[config.mk]
export PLATFORM = sky130hd
export DESIGN_NAME = cecctl_top
export DESIGN_NICKNAME = d
export VERILOG_FILES = /design/src/shared/cecctl_pkg.sv /design/src/rtl/cecctl_rx_gate.sv /design/src/rtl/cecctl_top.sv
export SDC_FILE = /design/constraint.sdc
export NUM_CORES = 1
export LEC_CHECK = 0
export BUFFER_PORTS_ARGS = -buffer_cell sky130_fd_sc_hd__buf_2
export CORE_MARGIN = 2
export CORE_UTILIZATION = 30
export CTS_BUF_LIST = sky130_fd_sc_hd__clkbuf_4 sky130_fd_sc_hd__clkbuf_8 sky130_fd_sc_hd__clkbuf_16
export CTS_CLUSTER_SIZE = 14
export DETAILED_ROUTE_END_ITERATION = 16
export GPL_TIMING_DRIVEN = 1
export HOLD_SLACK_MARGIN = 0.1
export PLACE_DENSITY_LB_ADDON = 0.3
export SYNTH_ARGS = -nofsm -noshare
export SYNTH_HDL_FRONTEND = slang
export SYNTH_HIERARCHICAL = 1
export SYNTH_SLANG_ARGS = --single-unit
[constraint.sdc]
create_clock -name clock -period 6.2 [get_ports clock]
set_input_delay 1.24 -clock clock [delete_from_list [all_inputs] [get_ports clock]]
set_output_delay 1.24 -clock clock [all_outputs]
set_load 0.1 [all_outputs]
[src/shared/cecctl_pkg.sv]
// constants, types and register map of the cec control block
// Contract
// - function runs only while module enable set
// - disabled module gates all clocks but enable's
// - disabling keeps every register setting
// - idle mode operation needs idle enable set
// - one write sets idle and module enable
// - address field is sixteen-bit own-address bitmap
// - broadcast received whatever the bitmap holds
// - broadcast acknowledged only when bit 15 set
// - software reset stops reception, drops data
// - software reset stops transmission, releases line
// - software reset clears registers except module enable; idle enable is kept too
// - software reset bit write-only, reads zero
// - receive enable write arms or stops receiver
// - receive enable reads actual receiver state
// - receiver follows enable after delay, readback shows it
package cecctl_pkg;
    localparam logic [7:0]  OFF_ENABLE = 8'h00;
    localparam logic [7:0]  OFF_ADDR   = 8'h04;
    localparam logic [7:0]  OFF_SWRST  = 8'h08;
    localparam logic [7:0]  OFF_RXEN   = 8'h0C;
    localparam logic [7:0]  OFF_RCR1   = 8'h14;
    localparam logic [7:0]  OFF_RCR2   = 8'h18;
    localparam logic [7:0]  OFF_RCR3   = 8'h1C;
    localparam int          BIT_MODEN  = 0;
    localparam int          BIT_IDLEEN = 1;
    localparam int          BIT_SWRST  = 0;
    localparam int          BIT_RXEN   = 0;
    localparam int          MAP_W      = 16;
    localparam logic [3:0]  BCAST_ADDR = 4'hF;
    localparam logic [15:0] RST_MAP    = 16'h0000;
    localparam logic [31:0] RST_RCR    = 32'h0000_0000;
    localparam logic        RST_BIT    = 1'b0;
    localparam logic [31:0] MASK_RCR1  = 32'h0137_777F;
    localparam logic [31:0] MASK_RCR2  = 32'hFFFF_FFFF;
    localparam logic [31:0] MASK_RCR3  = 32'hFFFF_FFFF;
    localparam int          CLK_HZ     = 10_000_000;
    localparam int          FS_HZ      = 32_768;
    localparam int          FS_DIV     = CLK_HZ / FS_HZ;
    localparam int          RX_TICKS   = 2;
    typedef enum logic [1:0] {
        DEC_IDLE  = 2'b00,
        DEC_OWN   = 2'b01,
        DEC_BCAST = 2'b10,
        DEC_SKIP  = 2'b11
    } cecctl_dec_t;
endpackage : cecctl_pkg

[src/rtl/cecctl_rx_gate.sv]
// receiver run state that follows the requested enable on sample ticks
module cecctl_rx_gate #(
    parameter int TICKS = cecctl_pkg::RX_TICKS
) (
    // clock and reset
    input  wire logic clock,
    input  wire logic rst,
    input  wire logic ce,
    // control
    input  wire logic tick,
    input  wire logic abort,
    input  wire logic request,
    // state
    output logic      active_r
);
    logic [TICKS-1:0] pipe_r;

    // request walks through sample ticks; abort empties it at once
    always_ff @(posedge clock or posedge rst) begin
        if (rst) begin
            pipe_r <= '0;
        end else if (ce) begin
            if (abort) begin
                pipe_r <= '0;
            end else if (tick) begin
                pipe_r <= {pipe_r[TICKS-2:0], request};
            end
        end
    end

    always_ff @(posedge clock or posedge rst) begin
        if (rst) begin
            active_r <= cecctl_pkg::RST_BIT;
        end else if (ce) begin
            if (abort) begin
                active_r <= 1'b0;
            end else if (tick) begin
                active_r <= pipe_r[TICKS-1];
            end
        end
    end
endmodule : cecctl_rx_gate

[src/rtl/cecctl_top.sv]
// cec control registers: enable, idle, address map, software reset, receive enable
module cecctl_top #(
    parameter int FS_DIV = cecctl_pkg::FS_DIV
) (
    // clock and reset
    input  wire logic        clock,
    input  wire logic        rst,
    input  wire logic        ce,
    // apb slave
    input  wire logic [7:0]  paddr,
    input  wire logic        psel,
    input  wire logic        penable,
    input  wire logic        pwrite,
    input  wire logic [31:0] pwdata,
    output logic [31:0]      prdata,
    output logic             pready,
    output logic             pslverr,
    // power manager
    input  wire logic        idleMode,
    // receiver and transmitter cores
    input  wire logic        destValid,
    input  wire logic [3:0]  destAddr,
    input  wire logic        txDriveLow,
    // control outputs
    output logic             cecClkEn_r,
    output logic             cecRun_r,
    output logic             sampleTick_r,
    output logic             rxActive_r,
    output logic             rxAbort_r,
    output logic             txAbort_r,
    output logic             lineDriveOe_r,
    output logic             acceptMsg_r,
    output logic             ackLow_r,
    output cecctl_pkg::cecctl_dec_t decKind_r,
    output logic [15:0]      addrMap_r,
    output logic [31:0]      rcrOne_r,
    output logic [31:0]      rcrTwo_r,
    output logic [31:0]      rcrThree_r
);
    logic        modEn_r;
    logic        idleEn_r;
    logic        rxReq_r;
    logic [31:0] prdata_r;
    logic        pready_r;
    logic        pslverr_r;
    logic [15:0] tickCnt_r;
    logic        setup;
    logic        wrAcc;
    logic        mapped;
    logic        gatedWr;
    logic        swWrite;
    logic        running;
    logic [31:0] rdVal;

    assign prdata  = prdata_r;
    assign pready  = pready_r;
    assign pslverr = pslverr_r;

    assign setup   = psel && !penable;
    assign wrAcc   = psel && penable && pready_r && pwrite;
    // writes other than to the enable word need the module clock
    assign gatedWr = wrAcc && modEn_r && !pslverr_r;
    assign swWrite = gatedWr && paddr == cecctl_pkg::OFF_SWRST && pwdata[cecctl_pkg::BIT_SWRST];
    assign running = modEn_r && (!idleMode || idleEn_r);

    always_comb begin
        case (paddr)
            cecctl_pkg::OFF_ENABLE,
            cecctl_pkg::OFF_ADDR,
            cecctl_pkg::OFF_SWRST,
            cecctl_pkg::OFF_RXEN,
            cecctl_pkg::OFF_RCR1,
            cecctl_pkg::OFF_RCR2,
            cecctl_pkg::OFF_RCR3: mapped = 1'b1;
            default:              mapped = 1'b0;
        endcase
    end

    always_comb begin
        rdVal = 32'h0000_0000;
        case (paddr)
            cecctl_pkg::OFF_ENABLE: begin
                rdVal[cecctl_pkg::BIT_MODEN]  = modEn_r;
                rdVal[cecctl_pkg::BIT_IDLEEN] = idleEn_r;
            end
            cecctl_pkg::OFF_ADDR:  rdVal[15:0] = addrMap_r;
            cecctl_pkg::OFF_SWRST: rdVal = 32'h0000_0000;
            cecctl_pkg::OFF_RXEN:  rdVal[cecctl_pkg::BIT_RXEN] = rxActive_r;
            cecctl_pkg::OFF_RCR1:  rdVal = rcrOne_r;
            cecctl_pkg::OFF_RCR2:  rdVal = rcrTwo_r;
            cecctl_pkg::OFF_RCR3:  rdVal = rcrThree_r;
            default:               rdVal = 32'h0000_0000;
        endcase
    end

    // no wait state: answer is prepared at the setup edge
    always_ff @(posedge clock or posedge rst) begin
        if (rst) begin
            pready_r  <= 1'b0;
            pslverr_r <= 1'b0;
            prdata_r  <= 32'h0000_0000;
        end else if (ce) begin
            pready_r  <= setup;
            pslverr_r <= setup && !mapped;
            prdata_r  <= (setup && !pwrite) ? rdVal : 32'h0000_0000;
        end
    end

    // enable word keeps its clock and survives software reset
    always_ff @(posedge clock or posedge rst) begin
        if (rst) begin
            modEn_r  <= cecctl_pkg::RST_BIT;
            idleEn_r <= cecctl_pkg::RST_BIT;
        end else if (ce && wrAcc && !pslverr_r && paddr == cecctl_pkg::OFF_ENABLE) begin
            modEn_r  <= pwdata[cecctl_pkg::BIT_MODEN];
            idleEn_r <= pwdata[cecctl_pkg::BIT_IDLEEN];
        end
    end

    // settings hold while disabled since their clock is stopped
    always_ff @(posedge clock or posedge rst) begin
        if (rst) begin
            addrMap_r <= cecctl_pkg::RST_MAP;
        end else if (ce) begin
            if (swWrite) begin
                addrMap_r <= cecctl_pkg::RST_MAP;
            end else if (gatedWr && paddr == cecctl_pkg::OFF_ADDR) begin
                addrMap_r <= pwdata[15:0];
            end
        end
    end

    always_ff @(posedge clock or posedge rst) begin
        if (rst) begin
            rcrOne_r   <= cecctl_pkg::RST_RCR;
            rcrTwo_r   <= cecctl_pkg::RST_RCR;
            rcrThree_r <= cecctl_pkg::RST_RCR;
        end else if (ce) begin
            if (swWrite) begin
                rcrOne_r   <= cecctl_pkg::RST_RCR;
                rcrTwo_r   <= cecctl_pkg::RST_RCR;
                rcrThree_r <= cecctl_pkg::RST_RCR;
            end else if (gatedWr) begin
                if (paddr == cecctl_pkg::OFF_RCR1) begin
                    rcrOne_r <= pwdata & cecctl_pkg::MASK_RCR1;
                end
                if (paddr == cecctl_pkg::OFF_RCR2) begin
                    rcrTwo_r <= pwdata & cecctl_pkg::MASK_RCR2;
                end
                if (paddr == cecctl_pkg::OFF_RCR3) begin
                    rcrThree_r <= pwdata & cecctl_pkg::MASK_RCR3;
                end
            end
        end
    end

    always_ff @(posedge clock or posedge rst) begin
        if (rst) begin
            rxReq_r <= cecctl_pkg::RST_BIT;
        end else if (ce) begin
            if (swWrite) begin
                rxReq_r <= cecctl_pkg::RST_BIT;
            end else if (gatedWr && paddr == cecctl_pkg::OFF_RXEN) begin
                rxReq_r <= pwdata[cecctl_pkg::BIT_RXEN];
            end
        end
    end

    // gated clock enable and run state for the cec logic
    always_ff @(posedge clock or posedge rst) begin
        if (rst) begin
            cecClkEn_r <= 1'b0;
            cecRun_r   <= 1'b0;
        end else if (ce) begin
            cecClkEn_r <= modEn_r;
            cecRun_r   <= running;
        end
    end

    // sampling clock divider; stopped with the module to save power
    always_ff @(posedge clock or posedge rst) begin
        if (rst) begin
            tickCnt_r    <= 16'h0000;
            sampleTick_r <= 1'b0;
        end else if (ce) begin
            if (!running || tickCnt_r == 16'(FS_DIV - 1)) begin
                tickCnt_r <= 16'h0000;
            end else begin
                tickCnt_r <= tickCnt_r + 16'h0001;
            end
            sampleTick_r <= running && tickCnt_r == 16'(FS_DIV - 1);
        end
    end

    cecctl_rx_gate u_rxGate (
        .clock    (clock),
        .rst      (rst),
        .ce       (ce && (modEn_r || swWrite)),
        .tick     (sampleTick_r),
        .abort    (swWrite),
        .request  (rxReq_r),
        .active_r (rxActive_r)
    );

    // software reset aborts both directions and frees the line
    // the core sees the abort a cycle late, so the line stays free meanwhile
    always_ff @(posedge clock or posedge rst) begin
        if (rst) begin
            rxAbort_r     <= 1'b0;
            txAbort_r     <= 1'b0;
            lineDriveOe_r <= 1'b0;
        end else if (ce) begin
            rxAbort_r     <= swWrite;
            txAbort_r     <= swWrite;
            lineDriveOe_r <= txDriveLow && running && !swWrite && !txAbort_r;
        end
    end

    // destination decision: own bitmap match or broadcast
    always_ff @(posedge clock or posedge rst) begin
        if (rst) begin
            acceptMsg_r <= 1'b0;
            ackLow_r    <= 1'b0;
            decKind_r   <= cecctl_pkg::DEC_IDLE;
        end else if (ce) begin
            acceptMsg_r <= 1'b0;
            ackLow_r    <= 1'b0;
            decKind_r   <= cecctl_pkg::DEC_IDLE;
            if (destValid && running && rxActive_r && !swWrite) begin
                if (destAddr == cecctl_pkg::BCAST_ADDR) begin
                    acceptMsg_r <= 1'b1;
                    ackLow_r    <= addrMap_r[cecctl_pkg::BCAST_ADDR];
                    decKind_r   <= cecctl_pkg::DEC_BCAST;
                end else if (addrMap_r[destAddr]) begin
                    acceptMsg_r <= 1'b1;
                    ackLow_r    <= 1'b1;
                    decKind_r   <= cecctl_pkg::DEC_OWN;
                end else begin
                    decKind_r   <= cecctl_pkg::DEC_SKIP;
                end
            end
        end
    end

    logic bcastSeen;
    logic enWr;
    assign bcastSeen = ce && destValid && running && rxActive_r && !swWrite
                       && destAddr == cecctl_pkg::BCAST_ADDR;
    assign enWr      = ce && wrAcc && !pslverr_r && paddr == cecctl_pkg::OFF_ENABLE;
endmodule : cecctl_top

==> flow_metrics.tcl <==
set metrics [dict create \
    cp_num_buf_inv 1 \
    rr_worst_depth 5 \
    grt_pass1_wl_mm 38.0 \
    hold_viol 0 \
    synthSimpleGateAreaFrac 0.105 \
    cts_setup_buffers 0 \
    core.rowCount 57 \
    clockRootBuffer "clkbuf_16" \
    synth_top_family_by_area "compound AO/OA/AOI/OAI gates" \
    initial_core_util 0.304 \
    synth_edf_count 0 \
    initialDrtViolationCount 487 \
    clk_pin_slew_worst_paths_ns 0.07 \
    yosysWarnings 6 \
    fmax_mhz 298 \
    synthMuxAreaShare 0.0419 \
    status "complete, no violations" \
    layout-drive-gt1-share 0.331 \
    period_needed_ns 3.36 \
    gp_congestion 0.804 \
    cts_tree "done" \
    die-area_um2 25800 \
    cts_max_level 4 \
    maxCapViolations 0 \
    ctsResizeCount 0 \
    avgSynthCellArea_um2 11.7 \
    synth-compound-area-share 0.232 \
    die_width_um 161 \
    synth-seq-cells 164 \
    syn2layout_area_growth_pct 25.3 \
    total_power_w 0.00233 \
    viasPerCell 5.34 \
    die_h_um 161 \
    cpMaxStageDelayCell "nor2_2" \
    power.density_nw_per_um2 252 \
    async_flop_share 1.00 \
    final_cell_mix "buf_2 (196), dfrtp_1 (164), a22o_1 (85)" \
    worst-path-max-fanout 31 \
    wl_mm 25.0 \
    cp_top_family "simple AND/OR/NAND/NOR gates" \
    max_stage_delay_ns 0.82 \
    crit_type "in -> reg" \
    cts_made_buffers 17 \
    grt_setup_unrepaired "false" \
    ys_seq_area_frac 0.557 \
    cp.arrival_ns 3.68 \
    nets 863 \
    worstHoldPathCells 1 \
    synth_cells 629 \
    avgRoutedWirePerCell_um 21.8 \
    cp-start-kind "input pin" \
    grt_pass1_vias 5927 \
    syn_area_um2 7370 \
    clk_latency_ns 0.43 \
    hpwl_mm 17.4 \
    vdd_drop_max_mv 0.161 \
    setup_viol 0 \
    layout_commonest_cell "buf_2" \
    grt_max_degree 108 \
    clock_path_buffers 2 \
    relSlewSlack 0.239 \
    drc_errors 0 \
    setup-tns-final_ns 0 \
    fin_worst_skew_ns 0.0115 \
    num_io_pins 210 \
    grt_usage 0.194 \
    grt.overflow.total 0 \
    worst_slew_pin_slew_ns 1.14 \
    netlist-cell-type-count 64 \
    ys.flop_type "dfrtp_1" \
    synth_fa_ha_area_frac 0.00339 \
    grt_antenna_before_repair 1 \
    period_share 0.542 \
    core-area_um2 24200 \
    synthXorXnorAreaFrac 0.0166 \
    path_cells "buf_2 > nor2_1 > nand3_2 > nor2_2 > o21ai_4 > a32o_1" \
    cts_hold_buf 0 \
    cp.depth 6 \
    min_path_type "reg -> reg" \
    port-buffer-count 196 \
    drtAntennaViolNets 0 \
    power_leakage_nw 4.61 \
    clock-sinks 164 \
    first_pass_iters 5 \
    required_ns 6.52 \
    slew_viol_final 0 \
    vias 6122 \
    endpoint_kind "register" \
]
## cells in the mapped netlist, types with 7 or more instances
| cell type | count | share of area |
|---|---|---|
| o21ai_0 | 21 | 0.014 |
| o2bb2ai_1 | 30 | 0.036 |
| dfrtp_1 | 164 | 0.56 |
| buf_2 | 19 | 0.013 |
| inv_1 | 10 | 0.0051 |
| buf_4 | 14 | 0.014 |
| mux2_2 | 14 | 0.021 |
| xor2_1 | 10 | 0.012 |
| clkbuf_1 | 22 | 0.011 |
| a22o_1 | 85 | 0.10 |
| o22ai_1 | 8 | 0.0068 |
| a21o_1 | 11 | 0.011 |
| a22oi_1 | 32 | 0.033 |
| nor2_1 | 30 | 0.015 |
| nand2_1 | 50 | 0.025 |
| nand4_1 | 7 | 0.0059 |
## final cells by class
class | count | area [um^2]
Inverter | 10 | 42.5
Antenna cell | 1 | 2.50
Clock buffer | 17 | 425
Clock inverter | 15 | 193
Tap cell | 324 | 405
Sequential cell | 164 | 4100
Timing Repair Buffer | 204 | 1040
Fill cell | 2455 | 15000
Multi-Input combinational cell | 411 | 3020
## where the power goes
part | switching [W] | internal (W) | total (W) | leakage (nW)
Combinational | 0.000110 | 0.0000238 | 0.000133 | 2.03
Clock | 0.000481 | 0.000645 | 0.00113 | 0.290
Sequential | 0.00000133 | 0.00107 | 0.00107 | 2.29
## state kept, by name, summed over array words and instances (netlist names), 2 cells and up
name,flops
prdata,32
rcrThree_r,32
rcrTwo_r,32
rcrOne_r,19
addrMap_r,16
tickCnt_r,16
decKind_r,2
u_rxGate/pipe_r,2
## kinds of logic (layout without fill, tap and decap cells)
| group | Yosys count | after routing |
|---|---|---|
| other | 1 | 14 |
| XOR/XNOR | 14 | 14 |
| flip-flops | 164 | 164 |
| adder cells (fa/ha/maj) | 2 | 2 |
| multiplexers | 24 | 24 |
| AO/OA/AOI/OAI | 214 | 214 |
| AND/OR/NAND/NOR | 144 | 144 |
| buffers and inverters | 66 | 246 |
## layer usage
metal	track usage	wire [um]	vias to the layer above
met3	0.0380	1710	37
met2	0.285	11300	269
met1	0.288	11400	3077
met4	0.0609	541	0
met5	0	0	-
li1	-	-	2739
## per-stage QoR
| step | cell area, um^2 | util | worst slack [ns] | hold slack [ns] | instances |
|---|---|---|---|---|---|
| CTS | 9230 | 0.381 | 2.78 | 0.484 | 1145 |
| global placement | 8610 | 0.355 | 2.40 | 0.463 | 1113 |
| finish | 9240 | 0.381 | 2.84 | 0.476 | 1146 |
| global route | 9240 | 0.381 | 2.63 | 0.500 | 1146 |
| floorplan | 7420 | - | 0.612 | 0.465 | 641 |
| detailed placement | 8610 | 0.355 | 2.35 | 0.468 | 1113 |
## final timing paths
kind	startpoint	slack [ns]	to
max	paddr[1]	2.84	rcrThree_r[1]$_DFFE_PP0P_
min	prdata[3]$_DFFE_PP0P_	0.48	prdata[3]$_DFFE_PP0P_
max reg2reg	pslverr$_DFFE_PP0P_	3.62	rcrOne_r[0]$_DFFE_PP0P_
min reg2reg	prdata[3]$_DFFE_PP0P_	0.48	prdata[3]$_DFFE_PP0P_
max in group asynchronous	rst	3.83	addrMap_r[0]$_DFFE_PP0P_
min in group asynchronous	rst	0.71	u_rxGate/pipe_r[0]$_DFFE_PP0P_
Note: power is estimated with default switching activity, not from simulation.
